==> src/logic/calam_pkg.sv <==
// Package: offsets, field layouts, reset values and types of the calendar and alarm match block
package calam_pkg;

  // ----------------------------------------------------------------
  // Register offsets
  // ----------------------------------------------------------------
  localparam logic [7:0] CALAM_OFF_MONTH_OF_YEAR     = 8'h0d;
  localparam logic [7:0] CALAM_OFF_YEAR_IN_CENTURY   = 8'h0e;
  localparam logic [7:0] CALAM_OFF_ALARM_SECOND      = 8'h10;
  localparam logic [7:0] CALAM_OFF_ALARM_MINUTE      = 8'h11;
  localparam logic [7:0] CALAM_OFF_ALARM_HOUR        = 8'h12;
  localparam logic [7:0] CALAM_OFF_ALARM_DAY         = 8'h13;
  localparam logic [7:0] CALAM_OFF_ALARM_WEEKDAY     = 8'h14;
  localparam logic [7:0] CALAM_OFF_ALARM_MONTH       = 8'h15;
  localparam logic [7:0] CALAM_OFF_ALARM_YEAR        = 8'h16;

  // ----------------------------------------------------------------
  // Field layouts
  // ----------------------------------------------------------------
  localparam int         CALAM_MONTH_W               = 5;
  localparam int         CALAM_YEAR_W                = 7;
  localparam int         CALAM_ALARM_FIELDS          = 7;
  localparam int         CALAM_ALARM_EN_BIT          = 7;
  localparam logic [7:0] CALAM_MONTH_MASK            = 8'h1f;
  localparam logic [7:0] CALAM_YEAR_MASK             = 8'h7f;
  // Value bits compared per alarm field: sec, min, hour, day, weekday, month, year
  localparam logic [CALAM_ALARM_FIELDS-1:0][6:0] CALAM_FIELD_MASK =
    {7'h7f, 7'h1f, 7'h07, 7'h3f, 7'h3f, 7'h7f, 7'h7f};

  // ----------------------------------------------------------------
  // Reset values and calendar constants
  // ----------------------------------------------------------------
  localparam logic [4:0] CALAM_MONTH_RESET           = 5'h01;
  localparam logic [6:0] CALAM_YEAR_RESET            = 7'h00;
  localparam logic [7:0] CALAM_ALARM_RESET           = 8'h00;
  localparam logic [7:0] CALAM_RDATA_RESET           = 8'h00;
  localparam logic [4:0] CALAM_MONTH_FIRST           = 5'h01;
  localparam logic [4:0] CALAM_MONTH_FEB             = 5'h02;
  localparam logic [4:0] CALAM_MONTH_LAST            = 5'h12;
  localparam logic [6:0] CALAM_YEAR_LAST             = 7'h79;
  localparam logic [5:0] CALAM_DAYS_31               = 6'h31;
  localparam logic [5:0] CALAM_DAYS_30               = 6'h30;
  localparam logic [5:0] CALAM_DAYS_29               = 6'h29;
  localparam logic [5:0] CALAM_DAYS_28               = 6'h28;

  // ----------------------------------------------------------------
  // Types
  // ----------------------------------------------------------------
  typedef struct packed {
    logic [4:0]                          month;
    logic [6:0]                          year;
    logic [CALAM_ALARM_FIELDS-1:0][7:0]  alarm;
    logic                                match_prev;
    logic                                flag;
    logic                                int_n;
    logic [7:0]                          rdata;
    logic [5:0]                          month_len;
  } calam_state_s;

endpackage

==> src/logic/calam_calendar_alarm_match.sv <==
// Month and year calendar registers with the alarm page match logic
`timescale 1ns/1ps
module calam_calendar_alarm_match
  import calam_pkg::*;
(
  input  wire logic       CLOCK_IN,
  input  wire logic       RESET_IN,
  input  wire logic [7:0] REG_ADDR_IN,
  input  wire logic [7:0] REG_WDATA_IN,
  input  wire logic       REG_WRITE_IN,
  input  wire logic       REG_READ_IN,
  output logic      [7:0] REG_RDATA_OUT,
  input  wire logic [6:0] NOW_SECONDS_IN,
  input  wire logic [6:0] NOW_MINUTES_IN,
  input  wire logic [5:0] NOW_HOURS_IN,
  input  wire logic [5:0] NOW_DAY_IN,
  input  wire logic [2:0] NOW_WEEKDAY_IN,
  input  wire logic       MONTH_ADVANCE_IN,
  input  wire logic       ALARM_IRQ_ENABLE_IN,
  input  wire logic       ALARM_FLAG_CLEAR_IN,
  output logic            ALARM_MATCH_FLAG_OUT,
  output logic            INT_N_OUT,
  output logic      [5:0] MONTH_LENGTH_OUT
);

  // ----------------------------------------------------------------
  // Helpers
  // ----------------------------------------------------------------
  // Maps an offset to an alarm slot; returns CALAM_ALARM_FIELDS when not an alarm register
  function automatic logic [2:0] alarm_slot(input logic [7:0] addr);
    logic [7:0] rel;
    rel = addr - CALAM_OFF_ALARM_SECOND;
    if (addr >= CALAM_OFF_ALARM_SECOND && addr <= CALAM_OFF_ALARM_YEAR)
      alarm_slot = rel[2:0];
    else
      alarm_slot = 3'(CALAM_ALARM_FIELDS);
  endfunction

  // BCD leap test: tens even needs units 0/4/8, tens odd needs units 2/6
  function automatic logic is_leap(input logic [6:0] yr);
    logic [3:0] u;
    u = yr[3:0];
    if (yr[4] == 1'b0)
      is_leap = (u == 4'h0) || (u == 4'h4) || (u == 4'h8);
    else
      is_leap = (u == 4'h2) || (u == 4'h6);
  endfunction

  function automatic logic [6:0] bcd_inc(input logic [6:0] v);
    if (v[3:0] == 4'h9)
      bcd_inc = {3'(v[6:4] + 3'h1), 4'h0};
    else
      bcd_inc = {v[6:4], 4'(v[3:0] + 4'h1)};
  endfunction

  // ----------------------------------------------------------------
  // State
  // ----------------------------------------------------------------
  calam_state_s                            st_reg;
  calam_state_s                            st_next;
  logic [CALAM_ALARM_FIELDS-1:0][6:0]      now_val;
  logic                                    full_match;
  logic                                    any_enabled;
  logic [2:0]                              wslot;
  logic [2:0]                              rslot;
  logic [6:0]                              month_inc;
  logic [CALAM_ALARM_FIELDS-1:0]           field_en;
  logic [CALAM_ALARM_FIELDS-1:0]           field_hit;

  // ----------------------------------------------------------------
  // Current time per alarm slot
  // ----------------------------------------------------------------
  // Month and year slots compare against this block's own registers
  assign now_val = {st_reg.year, {2'h0, st_reg.month}, {4'h0, NOW_WEEKDAY_IN},
                    {1'h0, NOW_DAY_IN}, {1'h0, NOW_HOURS_IN}, NOW_MINUTES_IN, NOW_SECONDS_IN};

  // ----------------------------------------------------------------
  // Per-field compare
  // ----------------------------------------------------------------
  // Unused value bits are masked, so a stray high bit cannot block a match
  generate
    for (genvar g = 0; g < CALAM_ALARM_FIELDS; g++)
    begin : g_field
      assign field_en[g]  = st_reg.alarm[g][CALAM_ALARM_EN_BIT];
      assign field_hit[g] = (st_reg.alarm[g][6:0] & CALAM_FIELD_MASK[g]) == (now_val[g] & CALAM_FIELD_MASK[g]);
    end
  endgenerate

  always_comb
  begin
    st_next     = st_reg;
    wslot       = alarm_slot(REG_ADDR_IN);
    rslot       = alarm_slot(REG_ADDR_IN);
    month_inc   = bcd_inc({2'h0, st_reg.month});

    // ----------------------------------------------------------------
    // Calendar
    // ----------------------------------------------------------------
    // Advance pulse comes from the day counter at the end of a month
    if (MONTH_ADVANCE_IN)
    begin
      if (st_reg.month == CALAM_MONTH_LAST)
      begin
        // December rolls into January of the next year; 79 wraps to 00
        st_next.month = CALAM_MONTH_FIRST;
        st_next.year  = (st_reg.year == CALAM_YEAR_LAST) ? CALAM_YEAR_RESET : bcd_inc(st_reg.year);
      end
      else
        st_next.month = month_inc[4:0];
    end

    // ----------------------------------------------------------------
    // Register write
    // ----------------------------------------------------------------
    // Software write wins over a same-cycle advance
    // Codes are stored as written, less bits above the month and year fields; an invalid BCD value is not caught here
    if (REG_WRITE_IN)
    begin
      if (REG_ADDR_IN == CALAM_OFF_MONTH_OF_YEAR)
        st_next.month = REG_WDATA_IN[4:0];
      else if (REG_ADDR_IN == CALAM_OFF_YEAR_IN_CENTURY)
        st_next.year = REG_WDATA_IN[6:0];
      else if (wslot != 3'(CALAM_ALARM_FIELDS))
        st_next.alarm[wslot] = REG_WDATA_IN;
    end

    // ----------------------------------------------------------------
    // Month length
    // ----------------------------------------------------------------
    // Follows the registered month and year, so it trails a change by one cycle
    // Thirty days: April, June, September and November
    if (st_reg.month == CALAM_MONTH_FEB)
      st_next.month_len = is_leap(st_reg.year) ? CALAM_DAYS_29 : CALAM_DAYS_28;
    else if (st_reg.month == 5'h04 || st_reg.month == 5'h06 ||
             st_reg.month == 5'h09 || st_reg.month == 5'h11)
      st_next.month_len = CALAM_DAYS_30;
    else
      st_next.month_len = CALAM_DAYS_31;

    // ----------------------------------------------------------------
    // Alarm compare
    // ----------------------------------------------------------------
    // A disabled field counts as matching, so it can neither block nor cause an alarm
    any_enabled = |field_en;
    full_match  = &(field_hit | ~field_en);
    // No enabled field means nothing to match, not a permanent match
    full_match  = full_match & any_enabled;

    // ----------------------------------------------------------------
    // Alarm flag and interrupt
    // ----------------------------------------------------------------
    st_next.match_prev = full_match;
    // Set on the entering edge only; set beats a same-cycle clear
    if (full_match && !st_reg.match_prev && ALARM_IRQ_ENABLE_IN)
      st_next.flag = 1'b1;
    else if (ALARM_FLAG_CLEAR_IN)
      st_next.flag = 1'b0;
    // Dropping the enable releases the pin but keeps the flag
    st_next.int_n = ~(st_next.flag & ALARM_IRQ_ENABLE_IN);

    // ----------------------------------------------------------------
    // Register read
    // ----------------------------------------------------------------
    // A read beside a same-cycle write returns the old value
    // Read data holds until the next read
    if (REG_READ_IN)
    begin
      if (REG_ADDR_IN == CALAM_OFF_MONTH_OF_YEAR)
        st_next.rdata = {3'h0, st_reg.month};
      else if (REG_ADDR_IN == CALAM_OFF_YEAR_IN_CENTURY)
        st_next.rdata = {1'h0, st_reg.year};
      else if (rslot != 3'(CALAM_ALARM_FIELDS))
        st_next.rdata = st_reg.alarm[rslot];
      else
        st_next.rdata = CALAM_RDATA_RESET;
    end
  end

  // ----------------------------------------------------------------
  // State register
  // ----------------------------------------------------------------
  // Synchronous reset to January of year 00 with every alarm field off
  always_ff @(posedge CLOCK_IN)
  begin
    if (RESET_IN)
    begin
      st_reg.month      <= CALAM_MONTH_RESET;
      st_reg.year       <= CALAM_YEAR_RESET;
      st_reg.alarm      <= {CALAM_ALARM_FIELDS{CALAM_ALARM_RESET}};
      st_reg.match_prev <= 1'b0;
      st_reg.flag       <= 1'b0;
      st_reg.int_n      <= 1'b1;
      st_reg.rdata      <= CALAM_RDATA_RESET;
      st_reg.month_len  <= CALAM_DAYS_31;
    end
    else
      st_reg <= st_next;
  end

  // ----------------------------------------------------------------
  // Outputs
  // ----------------------------------------------------------------
  // Every output is a plain state flip-flop, so nothing glitches at the pins
  assign REG_RDATA_OUT        = st_reg.rdata;
  assign ALARM_MATCH_FLAG_OUT = st_reg.flag;
  assign INT_N_OUT            = st_reg.int_n;
  assign MONTH_LENGTH_OUT     = st_reg.month_len;

endmodule // calam_calendar_alarm_match

==> config.mk <==
export PLATFORM = sky130hd
export DESIGN_NAME = calam_calendar_alarm_match
export DESIGN_NICKNAME = d
export VERILOG_FILES = /design/src/logic/calam_pkg.sv /design/src/logic/calam_calendar_alarm_match.sv
export SDC_FILE = /design/constraint.sdc
export NUM_CORES = 1
export LEC_CHECK = 0
export BUFFER_PORTS_ARGS = -buffer_cell sky130_fd_sc_hd__buf_2
export CORE_MARGIN = 2
export CORE_UTILIZATION = 57
export CTS_CLUSTER_SIZE = 40
export DETAILED_ROUTE_END_ITERATION = 6
export GPL_TIMING_DRIVEN = 0
export PLACE_DENSITY = 0.81
export SLEW_MARGIN = 20
export SYNTH_ARGS = -nofsm -noshare
export SYNTH_HDL_FRONTEND = slang
export SYNTH_SLANG_ARGS = --single-unit
==> constraint.sdc <==
create_clock -name CLOCK_IN -period 2.35 [get_ports CLOCK_IN]
set_input_delay 0.1175 -clock CLOCK_IN [delete_from_list [all_inputs] [get_ports CLOCK_IN]]
set_output_delay 0.1175 -clock CLOCK_IN [all_outputs]
set_load 0.01 [all_outputs]
* Word-level counts from Yosys, hierarchy flattened *
Cells that the tools add are included.

word-level totals
  memories = 0
  logic and storage cells = 96
  ROM bits = 0
  bits in registers = 85
  bits in latches = 0
  input port bits = 52
  RAM bits = 0
  output and inout port bits = 16

cells by class
  reductions and logical operators = 15
  add/sub/neg operators = 5
  divide/modulo/power cells = 0
  shifts and indexed selects = 0
  eq/ne operators = 23
  bitwise logic cells = 7
  $mul = 0
  mux-type cells = 28
  magnitude comparators = 4

operator list
  operator               number
  $mux W56               2
  $mux W68               1
  $mux W63               1
  $bwmux W56             1
  $mux W8                5
  $mux W7                4
  $bmux W8 S3            1
  $demux W8 S3           1
  $eq A7 B7 Y1           3
  $mux W5                4
  $eq A8 B4 Y1 const B   2
  $eq A4 B4 Y1 const B   3
  $eq A6 B6 Y1           2
  $mux W12               1
  $eq A5 B3 Y1 const B   2
  $eq A5 B5 Y1 const B   2
  $add A4 B1 Y4 const B  2
  $eq A4 B3 Y1 const B   2
  $ge A8 B5 Y1 const B   1
  $le A8 B5 Y1 const B   1
  $eq A7 B7 Y1 const B   1
  $not A7 Y7             1
  $or A7 B7 Y7           1
  $reduce_and A7 Y1      1
  other kinds (21)       37

* Depth between registers and ports, before layout *
Gate-level depths: netlist (run 1).

  depth in word-level cells = 12
  mapped depth = 8

* Worst setup path before layout (run 1) *
OpenSTA, ideal clock, no wires.

  path kind = input -> register
  from = input REG_ADDR_IN[5]
  to = register with a tool-made name
  path slack = 467 ps
  data arrival time = 1756 ps
  stages on the path = 7
  required time = 2222 ps
  path buffers = 1
  path through = or3_4 or3b_4 nor3_4 and3_1 buf_6 mux2i_1 nor2_1

RTL lines
  what         line                             text
  from (decl)  calam_calendar_alarm_match.sv:8  input wire logic [7:0] REG_ADDR_IN,

* Worst setup path in the final report (run 1) *
  from = register st_reg, in the netlist now_val[37]
  to = register st_reg, in the netlist now_val[47]

between the ends
  word-level cells in the longest chain between the ends = 6

ends and longest elaborated chain
  what                    line                               text
  from (decl)             calam_calendar_alarm_match.sv:59   calam_state_s st_reg;
  from (signal assigned)  calam_calendar_alarm_match.sv:197  st_reg <= st_next;
  $eq A5 B5 Y1 (*)        calam_calendar_alarm_match.sv:102  if (st_reg.month == CALAM_MONTH_LAST)
  $mux W7 (*)             calam_calendar_alarm_match.sv:102
  $mux W12 (*)            calam_calendar_alarm_match.sv:100  if (MONTH_ADVANCE_IN)
  $mux W7                 calam_calendar_alarm_match.sv:121  else if (REG_ADDR_IN == CALAM_OFF_YEAR_IN_CENTURY)
  $mux W63                calam_calendar_alarm_match.sv:119  if (REG_ADDR_IN == CALAM_OFF_MONTH_OF_YEAR)
  $mux W68 (*)            calam_calendar_alarm_match.sv:117  if (REG_WRITE_IN)

Mark *: on every way between the ends. The rest lies on a longest branch, timed or not.
A chain may end at the register's enable or synchronous reset.

==> impl_metrics.env, run 1 <==
export IMPL_postRouteAntennaNets=0
export IMPL_crit_type="reg -> reg"
export IMPL_grt_pass1_vias=4056
export IMPL_hold_viol=0
export IMPL_drive_gt1_share_pct=17.5
export IMPL_syn_inst=540
export IMPL_drc=0
export IMPL_power_density_mw_per_mm2=537
export IMPL_drt_iter0_markers=432
export IMPL_cts_buffers=9
export IMPL_synthFlopType="dfxtp_1"
export IMPL_root_buffer="clkbuf_8"
export IMPL_cp_arrival_ns=2.39
export IMPL_grt_start_max_net_pins=14
export IMPL_syn2layout_area_growth_pct=13.6
export IMPL_clkTransAtPathRegs_ns=0.09
export IMPL_setup_viol=0
export IMPL_cp_depth=6
export IMPL_synth_cell_types=64
export IMPL_diodes=0
export IMPL_core_area_mm2=0.00769
export IMPL_slew_viol_final=0
export IMPL_wirelength_um=13600
export IMPL_syn_cell_area_mm2=0.00451
export IMPL_startpoint="now_val[37]"
export IMPL_synthArstFlopShare_pct=0
export IMPL_vdd_drop_max_uv=344
export IMPL_worst_path_largest_cell_delay_ns=0.42
export IMPL_finalCritPeriodShare_pct=91.3
export IMPL_clock_skew_ns=0.0162
export IMPL_synth_edf_count=0
export IMPL_yosysMostFrequentCell="dfxtp_1"
export IMPL_worst_pin_slew_ns=0.785
export IMPL_p_leak_nw=2.00
export IMPL_wire_per_inst_um=19.2
export IMPL_first_pass_iters=5
export IMPL_critPathLaunchType="flop"
export IMPL_r2r_start="now_val[37]"
export IMPL_max_freq_mhz=466
export IMPL_vias_per_cell=6.13
export IMPL_grtUsageTotal_pct=32.5
export IMPL_avgSynthCellArea_um2=8.36
export IMPL_synth_top_cells_by_count="dfxtp_1, nor2_1, nand2_1"
export IMPL_cp_num_buf_inv=1
export IMPL_initial_utilization_pct=58.7
export IMPL_boundaryPins=68
export IMPL_rrSetupSlack_ns=0.20
export IMPL_synth_top_area_share_pct=36.4
export IMPL_cts_htree_levels=3
export IMPL_slew_headroom_pct=47.5
export IMPL_r2r_cells=6
export IMPL_cp_required_ns=2.60
export IMPL_synth_top_cell_by_area="dfxtp_1"
export IMPL_hold_path_class="in -> reg"
export IMPL_endpoint="now_val[47]"
export IMPL_whs_ns=0.0750
export IMPL_io_buffers=54
export IMPL_synth_seq_cells=82
export IMPL_dieArea_mm2=0.00865
export IMPL_yosysWarningCount=0
export IMPL_gp_congestion=0.983
export IMPL_row_count=32
export IMPL_r2r_end="now_val[47]"
export IMPL_hpwl_um=10200
export IMPL_period_needed_ns=2.15
export IMPL_cap_violations=0
export IMPL_status="finished, final reports clean"
export IMPL_antenna_found_initial=0
export IMPL_setup_tns_ns=0
export IMPL_cp_end_kind="flop"
export IMPL_grt_pass1_wl_um=21500
export IMPL_slowest_stage="or3b_1"
export IMPL_cts_tree="done"
export IMPL_synth_area_leaders="dfxtp_1, mux2i_1, nor2_1"
export IMPL_overflow=0
export IMPL_clock_latency_ns=0.36
export IMPL_path_delay_family="simple AND/OR/NAND/NOR gates"
export IMPL_synth_yosys_seq_area_share_pct=36.4
export IMPL_postCtsSetupBuffers=0
export IMPL_cts_buffer_depth=2
export IMPL_die_h_um=93.0
export IMPL_nNetsFinal=661
export IMPL_vias=4366
export IMPL_cts_sinks=82
export IMPL_crit_chain="clkbuf_1 > nor3_2 > and3_1 > nand3b_1 > or3b_1 > a311oi_1"
export IMPL_rsz0062_at_grt="no"
export IMPL_die_width_um=93.0
export IMPL_critPathMaxFanout=7
tightest hold or removal path, stage by stage:
cell	delay, ns
buf_2	0.08
nor3b_1	0.05
o21ai_0	0.15
how the worst min path moves through the flow:
stage,startpoint,cells past startpoint,to
after detailed placement,ALARM_IRQ_ENABLE_IN,2,INT_N_OUT
after global routing,ALARM_FLAG_CLEAR_IN,3,INT_N_OUT
final,ALARM_FLAG_CLEAR_IN,3,INT_N_OUT
after CTS,ALARM_FLAG_CLEAR_IN,3,INT_N_OUT
after floorplan,ALARM_IRQ_ENABLE_IN,1,INT_N_OUT
after global placement,ALARM_IRQ_ENABLE_IN,2,INT_N_OUT
report_power, final:
group / leakage [nW] / switching, mW / internal (mW)
sequential: 0.662 / 0.0117 / 1.40
clock: 0.0941 / 0.519 / 0.511
combinational: 1.24 / 0.193 / 0.116
layout by cell type (no fill, tap or decap), types with 3 or more instances in the layout:
cell	instances
conb_1	3
or3_1	3
nor3_1	6
a21oi_1	38
nor2_1	59
xor2_1	25
clkbuf_1	31
o22ai_1	4
a311oi_1	10
mux2i_1	44
ha_1	3
nand3_1	36
nor4_1	4
a22oi_1	4
nor2b_1	6
nand2_1	51
a211oi_1	5
inv_1	5
buf_4	15
clkbuf_8	10
xnor2_1	20
o21ai_0	11
nor3b_1	5
a2111oi_0	3
nand4_1	7
buf_2	61
and3_1	3
dfxtp_1	82
o211ai_1	3
per-layer routing:
layer	track usage, %	routed length, um	vias up
met5	0	0	-
met4	11.3	387	0
met3	4.83	1310	41
met2	50.7	6090	237
met1	46.1	5850	2071
li1	-	-	2017
per-stage QoR:
step	util (%)	instances	worst slack, ns	total power [mW]	area [um^2]
global route	66.7	712	0.0595	2.84	5130
CTS	66.7	713	0.103	2.75	5120
floorplan	-	541	0.467	1.63	4520
finish	66.7	712	0.203	2.75	5130
global placement	63.9	697	-0.0483	1.74	4910
detailed placement	63.9	697	-0.00268	1.75	4910
area by class of cell:
class / count / area (um^2)
tap: 102 / 128
clock buffer: 10 / 138
clock inverter: 5 / 55.1
fill: 679 / 2560
sequential: 82 / 1640
buffer: 56 / 283
multi-input combinational: 396 / 2580
timing repair buffer: 55 / 280
inverter: 6 / 22.5
cells by family after synthesis:
group	count (synthesis)	synth area share, %
muxes	47	10.8
other	2	0.166
DFF	82	36.4
and+or+nand+nor	200	21.9
adders and majority gates	3	0.832
AOI/OAI and AO/OA	98	14.4
buffers and inverters	63	6.85
xor gates and xnor gates	45	8.73
repair_timing:
item / 4_1_cts / 5_1_grt
gates resized for setup: 1 / 1
hold buffers: 1 / 0
endpoints found under the hold margin: 2 / 0
setup endpoints to repair: 1 / 2
(Power assumes the default switching activity.)
==> run 2: changes to the inputs <==
--- a/config.mk
+++ b/config.mk
@@ -7,11 +7,12 @@
 export LEC_CHECK = 0
 export BUFFER_PORTS_ARGS = -buffer_cell sky130_fd_sc_hd__buf_2
 export CORE_MARGIN = 2
-export CORE_UTILIZATION = 57
+export CORE_UTILIZATION = 52
 export CTS_CLUSTER_SIZE = 40
 export DETAILED_ROUTE_END_ITERATION = 6
 export GPL_TIMING_DRIVEN = 0
-export PLACE_DENSITY = 0.81
+export PLACE_DENSITY = 0.78
+export SKIP_CTS_REPAIR_TIMING = 1
 export SLEW_MARGIN = 20
 export SYNTH_ARGS = -nofsm -noshare
 export SYNTH_HDL_FRONTEND = slang
==> constraint.sdc (replaced) <==
create_clock -name CLOCK_IN -period 1.9 [get_ports CLOCK_IN]
set_input_delay 0.095 -clock CLOCK_IN [delete_from_list [all_inputs] [get_ports CLOCK_IN]]
set_output_delay 0.095 -clock CLOCK_IN [all_outputs]
set_load 0.01 [all_outputs]
==> run 2 against run 1 <==
  * Combinational power up 25%
  * Sequential power up 24%
  * Largest power group unchanged
  * Highest routed layer unchanged
  * Worst setup slack worse by 0.14 ns
  * First-iteration DRC count up 5.6%
  * Register-to-register slack worse by 0.14 ns
  * Critical path type is now in -> reg
  * Utilization down 2.5 points
  * Sequential share of layout area down 0.91 points
==> impl_metrics.env, run 2 (synthesis gave the netlist of run 1 again) <==
export IMPL_slew_viol_final=0
export IMPL_drc=0
export IMPL_max_freq_mhz=544
export IMPL_grt_start_max_net_pins=15
export IMPL_cts_buffer_depth=2
export IMPL_clock_power_share_pct=40.5
export IMPL_dieArea_mm2=0.00944
export IMPL_grt_pass1_vias=4143
export IMPL_clock_latency_ns=0.36
export IMPL_rsz0062_at_grt="yes"
export IMPL_vdd_drop_max_uv=509
export IMPL_switchingPower_mw=0.937
export IMPL_drive_gt1_share_pct=22.2
export IMPL_cts_tree="done"
export IMPL_power_density_mw_per_mm2=675
export IMPL_mostFrequentLayoutCells="dfxtp_1, buf_2, nor2_1, nand2_1, mux2i_1"
export IMPL_hold_viol=0
export IMPL_die_h_um=97.2
export IMPL_core_area_mm2=0.00830
export IMPL_row_count=33
export IMPL_cp_required_ns=2.12
export IMPL_whs_ns=0.0291
export IMPL_io_buffers=54
export IMPL_die_width_um=97.2
export IMPL_netSwitchingFraction_pct=26.1
export IMPL_nNetsFinal=666
export IMPL_antenna_found_initial=0
export IMPL_p_leak_nw=2.09
export IMPL_status="finished, final reports clean"
export IMPL_cts_htree_levels=3
export IMPL_cap_violations=0
export IMPL_design_area_mm2=0.00532
export IMPL_overflow=0
export IMPL_vias_per_cell=6.07
export IMPL_rrSetupSlack_ns=0.06
export IMPL_clock_skew_ns=0.0125
export IMPL_period_needed_ns=1.84
export IMPL_hold_path_class="in -> reg"
export IMPL_first_pass_iters=7
export IMPL_drt_iter0_markers=456
export IMPL_grtUsageTotal_pct=29.6
export IMPL_worst_pin_slew_ns=0.748
export IMPL_layout_commonest_cell="dfxtp_1"
export IMPL_postRouteAntennaNets=0
export IMPL_wire_per_inst_um=19.5
export IMPL_r2r_cells=7
export IMPL_finalCritPeriodShare_pct=96.8
export IMPL_min_path_cells=3
export IMPL_setup_tns_ns=0
export IMPL_syn2layout_area_growth_pct=18.0
export IMPL_boundaryPins=68
export IMPL_slew_headroom_pct=50.2
export IMPL_crit_type="in -> reg"
export IMPL_cp_end_kind="flop"
export IMPL_cts_sinks=82
export IMPL_r2r_start="now_val[39]"
export IMPL_diodes=0
export IMPL_cp_arrival_ns=2.06
export IMPL_clkTransAtPathRegs_ns=0.09
export IMPL_wirelength_um=14100
export IMPL_grt_pass1_wl_um=22100
export IMPL_p_seq_share_pct=48.8
export IMPL_critPathLaunchType="input pin"
export IMPL_cts_buffers=9
export IMPL_gp_congestion=0.979
export IMPL_r2r_end="now_val[47]"
export IMPL_combPwrFrac_pct=10.7
export IMPL_root_buffer="clkbuf_8"
export IMPL_startpoint="REG_ADDR_IN[2]"
export IMPL_critPathMaxFanout=10
export IMPL_final_util_pct=64.1
export IMPL_setup_viol=0
export IMPL_hpwl_um=10100
export IMPL_p_int_mw=2.66
export IMPL_finalPower_mw=3.59
export IMPL_vias=4378
export IMPL_initial_utilization_pct=54.4
export IMPL_post_dp_cell_area_mm2=0.00492
==> run 2: changes by cell type in the layout (fill, tap and decap cells not counted), sizes merged <==
cell      previous run  this run
bufinv               1         2
clkinvlp             2         1
clkinv               3         4
clkbuf              41        38
buf                 79        87
==> run 2: area by class of cell <==
type | count | area [um^2]
sequential | 82 | 1660
multi-input combinational | 396 | 2660
inverter | 6 | 22.5
fill | 722 | 2980
clock inverter | 6 | 90.1
buffer | 52 | 277
timing repair buffer | 64 | 348
tap | 105 | 131
clock buffer | 10 | 138
==> run 2: power groups by stage <==
stage | Combinational [mW] | Clock (mW) | Sequential (mW)
4_1_cts | 0.378 | 1.45 | 1.74
2_1_floorplan | 0.234 | 0 | 1.78
3_5_place_dp | 0.376 | 0 | 1.78
5_1_grt | 0.416 | 1.54 | 1.76
3_3_place_gp | 0.370 | 0 | 1.78
6_report | 0.385 | 1.45 | 1.75
==> run 2: how the worst min path moves through the flow <==
stage | slack (ns) | from | endpoint
after CTS | -0.09 | ALARM_IRQ_ENABLE_IN | INT_N_OUT
after detailed placement | 0.29 | ALARM_IRQ_ENABLE_IN | INT_N_OUT
after global routing | 0.04 | ALARM_FLAG_CLEAR_IN | ALARM_MATCH_FLAG_OUT
after floorplan | 0.17 | ALARM_IRQ_ENABLE_IN | INT_N_OUT
final | 0.03 | ALARM_FLAG_CLEAR_IN | INT_N_OUT
after global placement | 0.29 | ALARM_IRQ_ENABLE_IN | INT_N_OUT
==> run 2: routing by layer <==
| metal | vias to the layer above | part of all wire, % | GRT usage (%) | wire (um) |
|---|---|---|---|---|
| li1 | 2037 | - | - | - |
| met1 | 2050 | 42 | 42.1 | 5920 |
| met2 | 259 | 46 | 45.2 | 6420 |
| met3 | 32 | 10 | 5.32 | 1440 |
| met4 | 0 | 1.9 | 10.5 | 260 |
| met5 | - | 0 | 0 | 0 |
==> run 2: worst max-delay path: stages <==
cell,delay (ns)
buf_2,0.15
clkbuf_1,0.41
clkbuf_1,0.51
nand3_1,0.23
nor2_4,0.35
mux2i_1,0.25
nor2_1,0.06
==> run 2: per-stage QoR <==
stage | instances | setup slack [ns]
after floorplan | 541 | 0.0393
after global placement | 700 | -0.466
after detailed placement | 700 | -0.444
after CTS | 716 | -0.461
after global routing | 721 | -0.114
final | 721 | 0.0605
==> run 3: changes to the inputs <==
==> constraint.sdc (replaced) <==
create_clock -name CLOCK_IN -period 1.9 [get_ports CLOCK_IN]
set_input_delay 0.38 -clock CLOCK_IN [delete_from_list [all_inputs] [get_ports CLOCK_IN]]
set_output_delay 0.38 -clock CLOCK_IN [all_outputs]
set_load 0.01 [all_outputs]
==> run 3 against run 2 <==
  * The run now ends with negative setup slack left
  * Critical path depth unchanged
  * Hold slack improved by 0.20 ns
  * Die area unchanged
  * Sequential cell count unchanged
  * Via count decreased by 0.32%
  * Largest power group unchanged
==> impl_metrics.env, run 3 (synthesis gave the netlist of run 1 again) <==
export IMPL_critPathLaunchType="input pin"
export IMPL_period_needed_ns=1.99
export IMPL_wire_per_inst_um=19.7
export IMPL_max_freq_mhz=503
export IMPL_vdd_drop_max_uv=345
export IMPL_layout_commonest_cell="dfxtp_1"
export IMPL_clkTransAtPathRegs_ns=0.08
export IMPL_wirelength_um=14200
export IMPL_vias=4364
export IMPL_startpoint="REG_ADDR_IN[7]"
export IMPL_cts_tree="done"
export IMPL_grt_busiest_layer="met2"
export IMPL_r2r_cells=7
export IMPL_status="finished, violations left"
export IMPL_use_met1_pct=39.8
export IMPL_first_pass_iters=6
export IMPL_final_util_pct=65.3
export IMPL_fin_ws_ns=-0.0898
export IMPL_fillers=703
export IMPL_antenna_found_initial=0
export IMPL_slew_headroom_pct=50.2
export IMPL_io_buffers=54
export IMPL_crit_type="in -> reg"
export IMPL_hold_viol=0
export IMPL_diodes=0
export IMPL_overflow=0
export IMPL_gp_congestion=1.00
export IMPL_grtUsageTotal_pct=29.6
export IMPL_cts_htree_levels=3
export IMPL_hold_path_class="in -> reg"
export IMPL_drive_gt1_share_pct=24.8
export IMPL_use_met3_pct=6.83
export IMPL_r2r_start="now_val[39]"
export IMPL_drc=0
export IMPL_initial_utilization_pct=54.4
export IMPL_cts_buffers=9
export IMPL_power_density_mw_per_mm2=629
export IMPL_slew_viol_final=0
export IMPL_row_count=33
export IMPL_drt_iter0_markers=507
export IMPL_cts_sinks=82
export IMPL_p_leak_nw=2.13
export IMPL_setup_viol=20
export IMPL_critPathMaxFanout=10
export IMPL_cap_violations=0
export IMPL_final_cell_count_no_fill=722
export IMPL_worst_pin_slew_ns=0.747
export IMPL_dieArea_mm2=0.00944
export IMPL_finalCritPeriodShare_pct=105
export IMPL_die_width_um=97.2
export IMPL_grt_pass1_wl_um=21900
export IMPL_grtUsageMet2_pct=46.9
export IMPL_hpwl_um=10200
export IMPL_vias_per_cell=6.04
export IMPL_rsz0062_at_grt="yes"
export IMPL_cp_arrival_ns=2.26
export IMPL_clock_skew_ns=0.00885
export IMPL_cp_end_kind="flop"
export IMPL_die_h_um=97.2
export IMPL_grt_start_max_net_pins=13
export IMPL_clock_latency_ns=0.36
export IMPL_mostFrequentLayoutCells="dfxtp_1, nor2_1, buf_2, nand2_1, mux2i_1"
export IMPL_place_inst=700
export IMPL_grt_pass1_vias=4107
export IMPL_rrSetupSlack_ns=-0.01
export IMPL_root_buffer="clkbuf_8"
export IMPL_violations="negative setup slack"
export IMPL_r2r_end="now_val[48]"
export IMPL_nNetsFinal=668
export IMPL_cts_buffer_depth=2
export IMPL_syn2layout_area_growth_pct=20.1
export IMPL_postRouteAntennaNets=0
export IMPL_core_area_mm2=0.00830
export IMPL_cp_required_ns=2.17
export IMPL_endpoint="REG_RDATA_OUT[3]"
export IMPL_boundaryPins=68
==> run 3: cell types whose count changed in the layout (fill, tap and decap cells not counted), sizes merged <==
cell         change
buf              +4
clkinvlp         -1
bufinv           -1
dlygate4sd3      -1
clkbuf           +1
clkinv           -1
==> run 3: worst min-delay path by stage <==
stage / start / to / cells after the start
global placement: REG_RDATA_OUT[7] / REG_RDATA_OUT[7] / 2
floorplan: flop / flop / 2
detailed placement: REG_RDATA_OUT[7] / REG_RDATA_OUT[7] / 2
global route: ALARM_IRQ_ENABLE_IN / ALARM_MATCH_FLAG_OUT / 2
CTS: ALARM_IRQ_ENABLE_IN / ALARM_MATCH_FLAG_OUT / 2
finish: ALARM_IRQ_ENABLE_IN / ALARM_MATCH_FLAG_OUT / 2
==> run 3: through the flow <==
step	TNS [ns]	setup slack, ns	cell area [um^2]	total power, mW	hold slack (ns)
after floorplan	-7.06	-0.246	4530	2.02	0.436
after global placement	-29.58	-0.622	4930	2.15	0.451
after detailed placement	-32.65	-0.661	4930	2.16	0.455
after CTS	-6.68	-0.433	5120	3.38	0.224
after global routing	-2.40	-0.134	5420	3.53	0.215
final	-0.630	-0.0898	5420	3.41	0.226
==> run 3: routing by layer <==
metal  part of all wire [%]  up-vias
li1                       -     2031
met1                     41     2031
met2                     46      260
met3                     10       42
met4                    2.8        0
met5                      0        -
==> run 3: layout make-up <==
type	instances	area (um^2)	share of cell area, %
repair buffers	68	398	7.34
flip-flops and latches	82	1650	30.5
plain buffers	50	284	5.24
inverters	6	22.5	0.415
clock inverters	3	40.0	0.739
well taps	105	131	2.42
multi-input cells	396	2750	50.7
clock buffers	12	145	2.68
==> run 3: critical path, cell delays in order <==
cell and delay, ns:
buf_6 0.09, or3_4 0.39, or3b_4 0.46, buf_6 0.19
a221oi_2 0.29, o311ai_1 0.18, a311oi_1 0.28
==> run 3: power by group <==
| part | internal [mW] | switching [mW] |
|---|---|---|
| sequential | 1.73 | 0.0206 |
| combinational | 0.152 | 0.251 |
| clock | 0.633 | 0.621 |
